<file path="src/verilog/droop_pkg.sv">
// Constants shared by the supply droop monitor control logic.
// Assumes a 125 MHz aclk and an AXI4-Lite register port.
package droop_pkg;

  // ----------------------------------------
  // Register byte addresses
  // ----------------------------------------
  localparam logic [7:0] ADDR_CONTROL = 8'h00;
  localparam logic [7:0] ADDR_FLAGS = 8'h04;
  localparam logic [7:0] ADDR_ENABLES = 8'h08;
  localparam logic [7:0] ADDR_PRIOS = 8'h0c;
  localparam logic [7:0] ADDR_CORE_IRQ = 8'h10;

  // ----------------------------------------
  // Field positions and reset values
  // ----------------------------------------
  localparam int SETTLED_BIT = 5;
  localparam int POWER_BIT = 4;
  localparam int TRIP_MSB = 3;
  localparam int EVENT_BIT = 2;
  localparam int GLOBAL_BIT = 7;
  localparam logic [3:0] TRIP_RESET = 4'h5;
  localparam logic [3:0] TRIP_RESERVED = 4'hf;

  // ----------------------------------------
  // Bus answers
  // ----------------------------------------
  localparam logic [1:0] RESP_OKAY = 2'h0;
  localparam logic [1:0] RESP_SLVERR = 2'h2;

  // ----------------------------------------
  // Settle interval, absolute time turned into cycles
  // ----------------------------------------
  localparam int CLK_PERIOD_PS = 8000;
  localparam int SETTLE_TIME_NS = 20000;
  localparam int SETTLE_CYCLES = (SETTLE_TIME_NS * 1000 + CLK_PERIOD_PS - 1) / CLK_PERIOD_PS;

  // Register selected by an address
  typedef enum logic [2:0] {
    SEL_CONTROL = 3'b000,
    SEL_FLAGS = 3'b001,
    SEL_ENABLES = 3'b010,
    SEL_PRIOS = 3'b011,
    SEL_CORE_IRQ = 3'b100,
    SEL_NONE = 3'b111
  } reg_sel_e;

endpackage

</file>
<file path="src/verilog/settle_if.sv">
// Handshake between control logic and the reference settle timer.
// Both ends share aclk.
`timescale 1ns/1ps
interface settle_if;
  logic power_on; // Detector powered
  logic settled; // Reference stable

  modport ctrl (output power_on, input settled);
  modport timer (input power_on, output settled);
endinterface

</file>
<file path="src/verilog/droop_monitor_ctrl.sv">
// Supply droop monitor control: AXI4-Lite registers, settle gating,
// sticky low-supply event, interrupt and wake-up from Sleep.
// Assumes the analog comparator drives trip_detect asynchronously and
// that sleep_mode comes from core logic on aclk.
//
// What this block does
// - Detector powered only while the power-on control bit is one.
// - Read-only settled flag at control bit 5, set after each enable settles.
// - No low-supply event before the settled flag is one.
// - Four-bit trip level in control bits 3..0; code 1111 is reserved.
// - Trip while enabled and settled sets the low-supply event flag.
// - Event flag and enable at bit 2; interrupt gated by global bit 7.
// - Settle interval is a fixed absolute time, not clock dependent.
// - Short excursions before settling may be missed.
// - Detector runs in Sleep; a trip sets the flag and, with the event enable set, wakes the core.
// - After wake, vector branch only when interrupts are globally enabled.
// - Any reset restores the control register and powers the detector off.
// - Control bits 7 and 6 read zero and ignore writes.
`timescale 1ns/1ps
module droop_monitor_ctrl #(
  parameter int ADDR_W = 8,
  parameter int SETTLE_CYCLES = droop_pkg::SETTLE_CYCLES
) (
  input wire logic aclk, // 125 MHz clock
  input wire logic aresetn, // Sync reset, active low
  input wire logic [ADDR_W-1:0] s_axi_awaddr, // Write address
  input wire logic s_axi_awvalid, // Write address valid
  output logic s_axi_awready, // Write address ready
  input wire logic [31:0] s_axi_wdata, // Write data
  input wire logic [3:0] s_axi_wstrb, // Byte enables
  input wire logic s_axi_wvalid, // Write data valid
  output logic s_axi_wready, // Write data ready
  output logic [1:0] s_axi_bresp, // Write response
  output logic s_axi_bvalid, // Write response valid
  input wire logic s_axi_bready, // Write response ready
  input wire logic [ADDR_W-1:0] s_axi_araddr, // Read address
  input wire logic s_axi_arvalid, // Read address valid
  output logic s_axi_arready, // Read address ready
  output logic [31:0] s_axi_rdata, // Read data
  output logic [1:0] s_axi_rresp, // Read response
  output logic s_axi_rvalid, // Read data valid
  input wire logic s_axi_rready, // Read data ready
  input wire logic trip_detect, // Comparator: supply at trip level
  input wire logic sleep_mode, // Core is in Sleep
  output logic detector_power_on, // Analog detector enable
  output logic [3:0] trip_level_select, // Analog tap select
  output logic irq, // Low-supply interrupt, level
  output logic irq_priority, // High priority when one
  output logic wake_req // Wake the core from Sleep
);

  // ----------------------------------------
  // Address decode
  // ----------------------------------------
  function automatic droop_pkg::reg_sel_e decode(input logic [ADDR_W-1:0] a);
    logic [7:0] a8;
    a8 = 8'(a);
    case (a8)
      droop_pkg::ADDR_CONTROL: decode = droop_pkg::SEL_CONTROL;
      droop_pkg::ADDR_FLAGS: decode = droop_pkg::SEL_FLAGS;
      droop_pkg::ADDR_ENABLES: decode = droop_pkg::SEL_ENABLES;
      droop_pkg::ADDR_PRIOS: decode = droop_pkg::SEL_PRIOS;
      droop_pkg::ADDR_CORE_IRQ: decode = droop_pkg::SEL_CORE_IRQ;
      default: decode = droop_pkg::SEL_NONE;
    endcase
  endfunction

  // ----------------------------------------
  // State
  // ----------------------------------------
  logic [ADDR_W-1:0] awaddr_reg;
  logic [31:0] wdata_reg;
  logic wstrb0_reg;
  logic aw_held_reg;
  logic w_held_reg;
  logic awready_reg;
  logic wready_reg;
  logic bvalid_reg;
  logic [1:0] bresp_reg;
  logic arready_reg;
  logic rvalid_reg;
  logic [31:0] rdata_reg;
  logic [1:0] rresp_reg;
  logic power_reg;
  logic [3:0] trip_reg;
  logic event_flag_reg;
  logic irq_en_reg;
  logic irq_prio_reg;
  logic global_en_reg;
  logic trip_meta_reg;
  logic trip_sync_reg;
  logic irq_reg;
  logic wake_reg;
  logic commit;
  logic wr_lane;
  droop_pkg::reg_sel_e wr_sel;
  logic settled;
  logic event_hit;
  logic event_clear;
  logic [7:0] ctrl_view;

  settle_if sif ();

  assign sif.power_on = power_reg;
  // Timer flag lags a power-off by one edge; mask it so a read never shows settled while off
  assign settled = sif.settled && power_reg;

  settle_timer #(
    .SETTLE_CYCLES(SETTLE_CYCLES)
  ) u_settle (
    .aclk(aclk),
    .aresetn(aresetn),
    .sif(sif)
  );

  // ----------------------------------------
  // AXI4-Lite write channel
  // ----------------------------------------
  // Commit once both address and data are held and no response pends
  assign commit = aw_held_reg && w_held_reg && !bvalid_reg;
  assign wr_sel = decode(awaddr_reg);
  assign wr_lane = commit && wstrb0_reg;

  // Address capture
  always_ff @(posedge aclk) begin
    if (!aresetn) begin
      awaddr_reg <= '0;
      aw_held_reg <= 1'b0;
      awready_reg <= 1'b1;
    end else if (s_axi_awvalid && awready_reg) begin
      awaddr_reg <= s_axi_awaddr;
      aw_held_reg <= 1'b1;
      awready_reg <= 1'b0;
    end else if (commit) begin
      aw_held_reg <= 1'b0;
    end else if (bvalid_reg && s_axi_bready) begin
      awready_reg <= 1'b1;
    end
  end

  // Data capture
  always_ff @(posedge aclk) begin
    if (!aresetn) begin
      wdata_reg <= '0;
      wstrb0_reg <= 1'b0;
      w_held_reg <= 1'b0;
      wready_reg <= 1'b1;
    end else if (s_axi_wvalid && wready_reg) begin
      wdata_reg <= s_axi_wdata;
      wstrb0_reg <= s_axi_wstrb[0];
      w_held_reg <= 1'b1;
      wready_reg <= 1'b0;
    end else if (commit) begin
      w_held_reg <= 1'b0;
    end else if (bvalid_reg && s_axi_bready) begin
      wready_reg <= 1'b1;
    end
  end

  // Response; unmapped addresses answer SLVERR
  always_ff @(posedge aclk) begin
    if (!aresetn) begin
      bvalid_reg <= 1'b0;
      bresp_reg <= droop_pkg::RESP_OKAY;
    end else if (commit) begin
      bvalid_reg <= 1'b1;
      bresp_reg <= (wr_sel == droop_pkg::SEL_NONE) ? droop_pkg::RESP_SLVERR : droop_pkg::RESP_OKAY;
    end else if (s_axi_bready) begin
      bvalid_reg <= 1'b0;
    end
  end

  // ----------------------------------------
  // Control register
  // ----------------------------------------
  // Reset powers the detector off; bits 7..5 are not writable
  always_ff @(posedge aclk) begin
    if (!aresetn) begin
      power_reg <= 1'b0;
      trip_reg <= droop_pkg::TRIP_RESET;
    end else if (wr_lane && wr_sel == droop_pkg::SEL_CONTROL) begin
      power_reg <= wdata_reg[droop_pkg::POWER_BIT];
      // Reserved code keeps the old level rather than select no tap
      if (wdata_reg[droop_pkg::TRIP_MSB:0] != droop_pkg::TRIP_RESERVED) begin
        trip_reg <= wdata_reg[droop_pkg::TRIP_MSB:0];
      end
    end
  end

  // Enable, priority and global enable bits
  always_ff @(posedge aclk) begin
    if (!aresetn) begin
      irq_en_reg <= 1'b0;
      irq_prio_reg <= 1'b0;
      global_en_reg <= 1'b0;
    end else if (wr_lane) begin
      if (wr_sel == droop_pkg::SEL_ENABLES) begin
        irq_en_reg <= wdata_reg[droop_pkg::EVENT_BIT];
      end
      if (wr_sel == droop_pkg::SEL_PRIOS) begin
        irq_prio_reg <= wdata_reg[droop_pkg::EVENT_BIT];
      end
      if (wr_sel == droop_pkg::SEL_CORE_IRQ) begin
        global_en_reg <= wdata_reg[droop_pkg::GLOBAL_BIT];
      end
    end
  end

  // ----------------------------------------
  // Trip input and event flag
  // ----------------------------------------
  // Comparator is asynchronous to aclk
  always_ff @(posedge aclk) begin
    if (!aresetn) begin
      trip_meta_reg <= 1'b0;
      trip_sync_reg <= 1'b0;
    end else begin
      trip_meta_reg <= trip_detect;
      trip_sync_reg <= trip_meta_reg;
    end
  end

  // Events before settling are blocked and so may be missed
  assign event_hit = trip_sync_reg && power_reg && settled;
  assign event_clear = wr_lane && wr_sel == droop_pkg::SEL_FLAGS && wdata_reg[droop_pkg::EVENT_BIT];

  // Sticky flag, write one to clear; a new event wins over the clear
  always_ff @(posedge aclk) begin
    if (!aresetn) begin
      event_flag_reg <= 1'b0;
    end else if (event_hit) begin
      event_flag_reg <= 1'b1;
    end else if (event_clear) begin
      event_flag_reg <= 1'b0;
    end
  end

  // ----------------------------------------
  // Interrupt and wake-up
  // ----------------------------------------
  // Wake needs only the local enable; vectoring also needs the global one
  always_ff @(posedge aclk) begin
    if (!aresetn) begin
      irq_reg <= 1'b0;
      wake_reg <= 1'b0;
    end else begin
      irq_reg <= event_flag_reg && irq_en_reg && global_en_reg;
      wake_reg <= event_flag_reg && irq_en_reg && sleep_mode;
    end
  end

  // ----------------------------------------
  // AXI4-Lite read channel
  // ----------------------------------------
  // Bits 7 and 6 of control always read zero
  assign ctrl_view = {2'b00, settled, power_reg, trip_reg};

  always_ff @(posedge aclk) begin
    if (!aresetn) begin
      arready_reg <= 1'b1;
      rvalid_reg <= 1'b0;
      rdata_reg <= '0;
      rresp_reg <= droop_pkg::RESP_OKAY;
    end else if (s_axi_arvalid && arready_reg) begin
      arready_reg <= 1'b0;
      rvalid_reg <= 1'b1;
      rresp_reg <= droop_pkg::RESP_OKAY;
      rdata_reg <= '0;
      case (decode(s_axi_araddr))
        droop_pkg::SEL_CONTROL: rdata_reg[7:0] <= ctrl_view;
        droop_pkg::SEL_FLAGS: rdata_reg[droop_pkg::EVENT_BIT] <= event_flag_reg;
        droop_pkg::SEL_ENABLES: rdata_reg[droop_pkg::EVENT_BIT] <= irq_en_reg;
        droop_pkg::SEL_PRIOS: rdata_reg[droop_pkg::EVENT_BIT] <= irq_prio_reg;
        droop_pkg::SEL_CORE_IRQ: rdata_reg[droop_pkg::GLOBAL_BIT] <= global_en_reg;
        default: rresp_reg <= droop_pkg::RESP_SLVERR;
      endcase
    end else if (rvalid_reg && s_axi_rready) begin
      rvalid_reg <= 1'b0;
      arready_reg <= 1'b1;
    end
  end

  // ----------------------------------------
  // Outputs
  // ----------------------------------------
  assign s_axi_awready = awready_reg;
  assign s_axi_wready = wready_reg;
  assign s_axi_bvalid = bvalid_reg;
  assign s_axi_bresp = bresp_reg;
  assign s_axi_arready = arready_reg;
  assign s_axi_rvalid = rvalid_reg;
  assign s_axi_rdata = rdata_reg;
  assign s_axi_rresp = rresp_reg;
  assign detector_power_on = power_reg;
  assign trip_level_select = trip_reg;
  assign irq = irq_reg;
  assign irq_priority = irq_prio_reg;
  assign wake_req = wake_reg;
endmodule // droop_monitor_ctrl

</file>
<file path="src/verilog/settle_timer.sv">
// Reference settle timer: counts a fixed absolute time after power-on.
// Assumes power_on comes from a flop on the same aclk.
`timescale 1ns/1ps
module settle_timer #(
  parameter int SETTLE_CYCLES = droop_pkg::SETTLE_CYCLES
) (
  input wire logic aclk, // 125 MHz clock
  input wire logic aresetn, // Sync reset, active low
  settle_if.timer sif // Power in, settled out
);

  localparam int CW = $clog2(SETTLE_CYCLES + 1);
  localparam logic [CW-1:0] LAST = CW'(SETTLE_CYCLES - 1);

  logic [CW-1:0] count_reg;
  logic settled_reg;

  // ----------------------------------------
  // Interval counter
  // ----------------------------------------
  // Restarts on every enable, so each power-up waits the full time
  always_ff @(posedge aclk) begin
    if (!aresetn || !sif.power_on) begin
      count_reg <= '0;
    end else if (count_reg != LAST) begin
      count_reg <= count_reg + CW'(1);
    end
  end

  // Settled flag, dropped on the edge after power goes away
  always_ff @(posedge aclk) begin
    if (!aresetn || !sif.power_on) begin
      settled_reg <= 1'b0;
    end else if (count_reg == LAST) begin
      settled_reg <= 1'b1;
    end
  end

  assign sif.settled = settled_reg;
endmodule // settle_timer

</file>
<file path="config.mk">
export PLATFORM = sky130hd
export DESIGN_NAME = droop_monitor_ctrl
export DESIGN_NICKNAME = d
export VERILOG_FILES = /design/src/verilog/droop_pkg.sv /design/src/verilog/settle_if.sv /design/src/verilog/droop_monitor_ctrl.sv /design/src/verilog/settle_timer.sv
export SDC_FILE = /design/constraint.sdc
export NUM_CORES = 1
export LEC_CHECK = 0
export ABC_AREA = 1
export BUFFER_PORTS_ARGS = -buffer_cell sky130_fd_sc_hd__buf_2
export CAP_MARGIN = 25
export CORE_ASPECT_RATIO = 0.7
export CORE_MARGIN = 4
export CORE_UTILIZATION = 54
export CTS_BUF_LIST = sky130_fd_sc_hd__clkbuf_8
export CTS_CLUSTER_DIAMETER = 150
export DETAILED_ROUTE_END_ITERATION = 7
export GPL_TIMING_DRIVEN = 0
export PLACE_DENSITY = 0.88
export SETUP_SLACK_MARGIN = 0.3
export SLEW_MARGIN = 25
export SYNTH_ARGS = -nofsm -noshare
export SYNTH_HDL_FRONTEND = slang
export SYNTH_SLANG_ARGS = --single-unit
</file>
<file path="constraint.sdc">
create_clock -name aclk -period 1.9 [get_ports aclk]
set_input_delay 0.38 -clock aclk [delete_from_list [all_inputs] [get_ports aclk]]
set_output_delay 0.38 -clock aclk [all_outputs]
set_load 0.02 [all_outputs]
</file>
Yosys cells after proc, flatten, opt, wreduce, memory -nomap -nowiden
Index checks and enable logic that the tools add are counted.
Storage, ports and cells
  register bits: 62
  word-level logic and storage cells: 112
  output and inout port bits: 49
  bits of input ports: 61
Operators by class
  equality and inequality tests: 22
  add/sub/neg operators: 1
  reduce and logical (&&, ||, !) cells: 39
  muxes and demuxes: 25
Operators by type and width (number)
  8-bit by 4-bit equality test with 1-bit output, second input constant: 4
  3-bit case mux with 5 select lines: 2
  1-bit logical AND: 17
  8-bit by 3-bit equality test with 1-bit output, second input constant: 2
  8-bit by 5-bit equality test with 1-bit output, second input constant: 2
  8-bit logical NOT: 2
  1-bit two-way mux: 16
  2-bit nonzero test: 7
  12-bit by 1-bit adder with 12-bit output, second input constant: 1
  12-bit equality test, second input constant: 1
  3-bit by 2-bit equality test with 1-bit output, second input constant: 4
  12-bit != test, second input constant: 1
  2-bit AND reduction: 6
  3-bit equality test, second input constant: 3
  3-bit two-way mux: 3
  3-bit by 1-bit equality test with 1-bit output, second input constant: 2
  3-bit logical NOT: 2
  2-bit two-way mux: 3
  5-bit OR reduction: 1
  2-bit by 1-bit != test with 1-bit output, second input constant: 2
  4-bit != test, second input constant: 1
  1-bit case mux with 4 select lines: 1
  1-bit logical NOT: 3
  1-bit logical OR: 1

Depth between registers and ports, before layout
Gate-level depths: netlist (run 1).
  word-level depth: 7
  mapped depth: 8

Hierarchy
A second synthesis (run 1) with hierarchy kept.
Second synthesis, totals
  cells, all modules: 378
  area, all modules: 2768.9 µm²
By module, submodules not included
  droop_monitor_ctrl: area each 2057.0 µm², cells each 269, instances 1
  settle_timer: area each 711.9 µm², cells each 109, instances 1

Worst setup path after synthesis (run 1)
No wires, ideal clock.
  path kind: flip-flop to flip-flop
  from: register u_settle.count_reg[0]
  to: register u_settle.count_reg[1]
  data required time: 1787 ps
  path buffers: 0
  clock period less this slack: 1177 ps
  library setup time: 113 ps
  stages on the path, launching flop included: 7
  path slack: 723 ps
  arrival time: 1064 ps
  cells stage by stage: dfxtp_1 -> ha_1 -> inv_1 -> nor3_1 -> nand3_1 -> nor2_1 -> nor2_1
On the way
  cells in the longest elaborated chain, start to end: 1
RTL lines
  start: declaration: RTL line settle_timer.sv:15  | logic [CW-1:0] count_reg;
  start signal: assignment: RTL line settle_timer.sv:26  | count_reg <= count_reg + CW'(1);
  12-bit by 1-bit adder with 12-bit output or 12-bit != test (tied branches): RTL line settle_timer.sv:26, settle_timer.sv:25
Parallel ways exist; a longest one is shown, timed or not.
A chain may end at the register's enable or synchronous reset.

Final worst setup path (run 1)
Same ends and word-level chain as after synthesis.

==> results of run 1 <==
per-layer routing:
layer | routed length, µm | track usage | vias to the layer above
li1 | - | - | 1318
met1 | 2880 | 0.256 | 1091
met2 | 2730 | 0.327 | 89
met3 | 458 | 0.0892 | 6
met4 | 54 | 0.0556 | 0
met5 | 0 | 0 | -
cell usage in the layout, fill, tap and decap left out, types with 3 or more instances in the layout:
cell	instances
nand2_1	67
dfxtp_1	57
buf_2	55
nor2_1	47
inv_1	42
nand3_1	32
a21oi_1	29
buf_4	28
conb_1	27
o21ai_0	23
clkbuf_8	10
nor3_1	7
nand4_1	5
nand2_2	4
nor2_2	4
clkbuf_1	3
nor2_4	3
clkinv_2	3
area by class of cell:
type                    instances  share of cell area
multi-input cells             262               0.375
flip-flops and latches         57               0.344
repair buffers                 53              0.0799
plain buffers                  33              0.0697
inverters                      43              0.0490
clock buffers                  10              0.0415
well taps                      69              0.0260
clock inverters                 6              0.0155
per-stage QoR:
stage	hold WS (ps)	total power (µW)	setup WS, ps
3_3_place_gp	395	1630	557
4_1_cts	224	2720	503
3_5_place_dp	400	1640	550
5_1_grt	253	2820	379
2_1_floorplan	390	1550	723
6_report	236	2700	510
logic make-up (layout without fill, tap and decap cells):
kind of cell,count (synthesis),count (layout)
AOI/OAI and AO/OA,53,53
adders and majority gates,1,1
buffers and inverters,76,145
DFF,57,57
other,1,27
and+or+nand+nor,179,179
xor gates and xnor gates,2,2
power groups by stage:
stage	clock (µW)	combinational (µW)	sequential [µW]
5_1_grt	1160	373	1290
3_5_place_dp	0	333	1310
3_3_place_gp	0	324	1310
4_1_cts	1100	335	1280
2_1_floorplan	0	236	1320
6_report	1080	338	1280
worst paths after layout:
| path | startpoint | to | slack (ps) |
|---|---|---|---|
| worst max-delay path | u_settle.count_reg[0] | u_settle.count_reg[1] | 510 |
| worst max register to register | u_settle.count_reg[0] | u_settle.count_reg[1] | 510 |
| worst min-delay path | trip_detect | trip_meta_reg | 240 |
| worst min register to register | trip_meta_reg | trip_sync_reg | 420 |
worst register-to-register path: cells and delay by family, from the launching register on:
kind / cells / cell delay (ps)
AND/OR/NAND/NOR: 5 / 660
flip-flops: 1 / 390
adder cells (fa/ha/maj): 1 / 220
buffers and inverters: 1 / 70
==> summary.txt, run 1 <==
Setup path
  • Buf/Inv on CP: 1
  • R2R cell count: 7
  • CP max FO: 4
  • CP Launch Type: flop
  • Setup CP Type: flop to flop
  • Crit path DAT: 1660 ps
  • CP endpoint kind: flop
  • Worst path cell trace: ha_1, inv_1, nor3_1, nand3_1, nand2_1, nand2_1, nor2_1
  • CP peak stage delay: 390 ps
  • Crit-path slowest cell: dfxtp_1
  • CP Data Required Time: 2170 ps
  • Worst path depth: 7
  • Top delay family on crit path: simple AND/OR/NAND/NOR gates
  • Most used cell, CP: nand2_1

Clocking
  • Htree depth: 3
  • CTS Buffer Depth: 2
  • Root buf cell: clkbuf_8
  • CTS Buf Count: 9
  • PostCTS Resize Cnt: 0
  • Post-CTS setup buffer count: 0
  • Clock Latency Late Sink: 340 ps
  • Clock sink count: 57
  • CTS tree: done
  • Worst-path clk slew: 60 ps
  • Hold-fix buffers, CTS: 0

Finish
  • Layout overhead on the synthesized area: 23.8%
  • End-of-flow core utilization: 0.694
  • Layout cells sized above 1: 0.252
  • # fillers: 429
  • Design area: 3320 µm²
  • Fin nets: 521
  • Non-filler cells, final: 533
  • Register area: 1140 µm²
  • Max reg flops: 12
  • Antenna diodes: 0
  • Multi-input logic area: 1240 µm²

Routing
  • Via density: 4.70
  • Drt first pass iters: 5
  • Routed len/inst: 11.5 µm
  • DRT iter0 DRCs: 156
  • Drc violations: 0
  • Detailed Route WL: 6130 µm
  • Via Count: 2,504
  • Antenna violation net count after detailed routing: 0

Synth
  • Asr flop ratio synth: 0
  • Commonest cells post-synth: nand2_1, dfxtp_1, nor2_1
  • Syn_area_per_cell: 7.27 µm²
  • Synth warn: 0
  • Adder-cell share of the synthesized area: 0.00467
  • Top cell type's share of synthesized area: 0.426
  • Mapped Cells: 369
  • Post-synthesis compound-gate area fraction: 0.0989
  • Post-synthesis simple-gate area fraction: 0.316
  • Post-synthesis sequential area ratio: 0.426
  • Yosys reg bits: 57
  • Synthesized area: 2680 µm²
  • Area leader, netlist: dfxtp_1
  • Xor and xnor area share after synthesis: 0.00653
  • Ranking of synthesized cells by area: dfxtp_1, nand2_1, buf_4
  • Post-synth EDFFs: 0
  • Post-synth top flop: dfxtp_1
  • Most frequent cell after synthesis: nand2_1
  • Post-synth cell types: 29
  • Largest family of logic cells by synthesized area: simple AND/OR/NAND/NOR gates
  • Multiplexer share of the synthesized area: 0

Power and ir drop
  • Largest vdd supply drop: 0.000666 V
  • Combinational fraction of design power: 0.125
  • Clock share of power: 0.401
  • Leakage Power: 0.00162 µW
  • Pwr per Cell Area: 814 nW/µm²
  • Int Power: 1990 µW
  • Switching power: 712 µW
  • Sw Share: 0.263
  • Sequential Power Share: 0.474

Floorplan
  • Initial Util: 0.561
  • Width of the die: 92.2 µm
  • Die H: 67.0 µm
  • Cell Rows: 21
  • I/O pin count: 110
  • CORE AREA: 4780 µm²
  • Die area: 6170 µm²

STA
  • Final Max Slew Viols: 0
  • # setup viols final: 0
  • Final hold vios: 0
  • Final min period: 1390 ps
  • RSZ-0062 raised after global routing: no
  • Setup_tns: 0 ps
  • Tcrit/Tclk final: 0.732
  • Worst Clk Skew: 3.22 ps
  • Max Clk Rate: 0.719 GHz

Place
  • Port Buffer Count: 53
  • Dpl cells: 517
  • HPWL Detailed: 4590 µm
  • Gpl congestion: 0.809
  • Dpl cell area: 3130 µm²

Global route
  • Initial antenna violation count: 0
  • Pin count of the biggest net entering global routing: 11
  • Gr usage total: 0.206
  • Vias in the first global route: 2,147
  • Overflow after GRT: 0
  • First-pass GRT wire length: 9800 µm

Outcome
  • Status: completed

Worst hold path
  • Hold Path Depth: 3
  • Min-Delay Path Class: primary input to flop

Run
  • Max Cap Viol: 0
No activity file was read; power rests on OpenSTA's default activity.
==> run 2: changes to the inputs <==
--- a/config.mk
+++ b/config.mk
@@ -10,12 +10,12 @@
 export CAP_MARGIN = 25
 export CORE_ASPECT_RATIO = 0.7
 export CORE_MARGIN = 4
-export CORE_UTILIZATION = 54
+export CORE_UTILIZATION = 45
 export CTS_BUF_LIST = sky130_fd_sc_hd__clkbuf_8
 export CTS_CLUSTER_DIAMETER = 150
 export DETAILED_ROUTE_END_ITERATION = 7
 export GPL_TIMING_DRIVEN = 0
-export PLACE_DENSITY = 0.88
+export PLACE_DENSITY = 0.78
 export SETUP_SLACK_MARGIN = 0.3
 export SLEW_MARGIN = 25
 export SYNTH_ARGS = -nofsm -noshare
==> constraint.sdc (replaced) <==
create_clock -name aclk -period 1.2 [get_ports aclk]
set_input_delay 0.24 -clock aclk [delete_from_list [all_inputs] [get_ports aclk]]
set_output_delay 0.24 -clock aclk [all_outputs]
set_load 0.02 [all_outputs]
==> run 2 against run 1 <==
The run now ends with negative setup slack left. Worst hold slack got worse by 140 ps. First-iteration DRC count rose by 3.8%. Die area rose by 18%. Register-to-register slack got worse by 530 ps. Setup slack got worse by 530 ps. Power rose by 73%. Global-route usage fell by 0.89 points. Non-clock buffer count rose by 31. Fmax rose by 14%. Clock skew rose by 6.5 ps. Core utilization rose by 4.2 points. Largest cell class unchanged.
==> summary.txt, run 2 (synthesis gave the netlist of run 1 again) <==
Outcome
  • Status: finished, violations left
  • Failing checks: negative setup slack

Clocking
  • Clock Latency Late Sink: 330 ps (about the same)
  • Clock sink count: 57 (unchanged)
  • Worst-path clk slew: 70 ps (about the same)
  • CTS Buffer Depth: 2 (unchanged)
  • Root buf cell: clkbuf_8
  • Htree depth: 3 (unchanged)
  • Hold-fix buffers, CTS: 0 (unchanged)
  • CTS tree: done
  • CTS Buf Count: 9 (unchanged)

Floorplan
  • Initial Util: 0.466 (-0.0948)
  • Cell Rows: 23 (+9.5%)
  • CORE AREA: 5760 µm² (+20%)
  • Width of the die: 100 µm (+8.7%)
  • Die area: 7280 µm² (+18%)
  • Die H: 72.6 µm (+8.4%)
  • I/O pin count: 110 (unchanged)

Setup path
  • CP endpoint kind: flop
  • Crit path DAT: 1470 ps (-190 ps)
  • Setup CP Type: flop to flop
  • CP max FO: 4 (unchanged)
  • CP Data Required Time: 1450 ps (-720 ps)
  • Reg2Reg Setup Slack: -20 ps (-530 ps)
  • CP Launch Type: flop

Power and ir drop
  • Largest vdd supply drop: 0.000823 V (+23%)
  • Leakage Power: 0.00187 µW (+16%)
  • Pwr Total: 4680 µW (+73%)
  • Pwr per Cell Area: 1100 nW/µm² (+36%)

Global route
  • Overflow after GRT: 0 (unchanged)
  • Gr usage total: 0.197 (-0.00891)
  • Initial antenna violation count: 0 (unchanged)
  • Vias in the first global route: 2,518 (+17%)
  • Pin count of the biggest net entering global routing: 11 (unchanged)
  • First-pass GRT wire length: 11,300 µm (+15%)

STA
  • Final hold vios: 0 (unchanged)
  • Final Max Slew Viols: 0 (unchanged)
  • Max Clk Rate: 0.820 GHz (+14%)
  • RSZ-0062 raised after global routing: yes
  • Setup_tns: -19.4 ps (-19.4 ps)
  • Worst setup margin: -19.4 ps (-529 ps)
  • Fin Hold WS: 95.2 ps (-141 ps)
  • # setup viols final: 1 (+1)
  • Tcrit/Tclk final: 1.02 (+0.285)
  • Final min period: 1220 ps (-171 ps)
  • Worst Clk Skew: 9.73 ps (+6.51 ps)

Routing
  • Via Count: 2,724 (+8.8%)
  • Drt first pass iters: 5 (unchanged)
  • DRT iter0 DRCs: 162 (+3.8%)
  • Detailed Route WL: 7490 µm (+22%)
  • Antenna violation net count after detailed routing: 0 (unchanged)
  • Via density: 4.76 (+1.4%)
  • Routed len/inst: 13.1 µm (+14%)
  • Drc violations: 0 (unchanged)

Finish
  • Max reg flops: 12 (unchanged)
  • Most frequent cells in the layout: nand2_1, buf_4, nor2_1, dfxtp_2, buf_2
  • Layout overhead on the synthesized area: 58.1%
  • Fin nets: 554 (+6.3%)
  • # fillers: 412 (-4.0%)
  • Multi-input logic area: 1590 µm² (+28%)
  • Non-filler cells, final: 572 (+7.3%)
  • Antenna diodes: 0 (unchanged)
  • Register area: 1220 µm² (+6.9%)
  • End-of-flow core utilization: 0.737 (+0.0424)
  • Most common cell after layout, fill and taps aside: nand2_1
  • Layout cells sized above 1: 0.525 (+0.273)

Place
  • HPWL Detailed: 4740 µm (+3.3%)
  • Dpl cells: 523 (+1.2%)
  • Gpl congestion: 0.875 (+8.2%)
  • Port Buffer Count: 53 (unchanged)

Worst hold path
  • Min-Delay Path Class: primary input to flop

Run
  • Max Cap Viol: 0 (unchanged)
[run 2: path summary, 6_finish.rpt]
kind,startpoint,endpoint,cells past startpoint
worst min register to register,trip_meta_reg,trip_sync_reg,2
worst min-delay path,trip_detect,trip_meta_reg,3
worst max register to register,awaddr_reg[4],irq_en_reg,6
worst max-delay path,awaddr_reg[4],irq_en_reg,6
[run 2: critical path, stage by stage (launching register included)]
cell	delay [ps]
dfxtp_4	360
nor2_4	150
nand2_4	100
buf_4	150
nor2_4	90
nand3_1	90
a21oi_1	190
[run 2: per-stage QoR]
| stage | instance area (µm²) | setup WS (ps) |
|---|---|---|
| after CTS | 3880 | 77.0 |
| after floorplan | 2910 | 147 |
| after global placement | 3270 | -88.6 |
| after detailed placement | 3270 | -110 |
| after global routing | 4240 | -68.0 |
| final | 4240 | -19.4 |
[run 2: metal layers]
metal  up-vias  routed length (µm)  part of all wire  global-route usage
met5         -                   0                 0                   0
met4         0                 148             0.020              0.0598
met3        17                 549             0.073              0.0707
met2       103                3590              0.48               0.315
met1      1211                3200              0.43               0.251
li1       1393                   -                 -                   -
[run 2: final cells by class]
type | instances | share of cell area
sequential | 57 | 0.288
clock inverter | 1 | 0.00118
timing repair buffer | 84 | 0.156
timing repair inverter | 1 | 0.00266
buffer | 33 | 0.0611
multi-input combinational | 263 | 0.376
inverter | 43 | 0.0443
clock buffer | 15 | 0.0487
tap | 75 | 0.0221
[run 2: report_power, final]
part           switching [µW]  total [µW]  internal [µW]
registers                85.8        2050           1960
logic                     458         814            356
clock network             734        1820           1090
total                    1280        4680           3400
[run 2: timing repair]
action / CTS / global route
gates resized for setup: 99 / 75
gates cloned: 2 / 2
pin swaps: 18 / 36
hold endpoints to repair: 0 / 0
buffers inserted: 14 / 15
endpoints found under the setup margin: 62 / 66
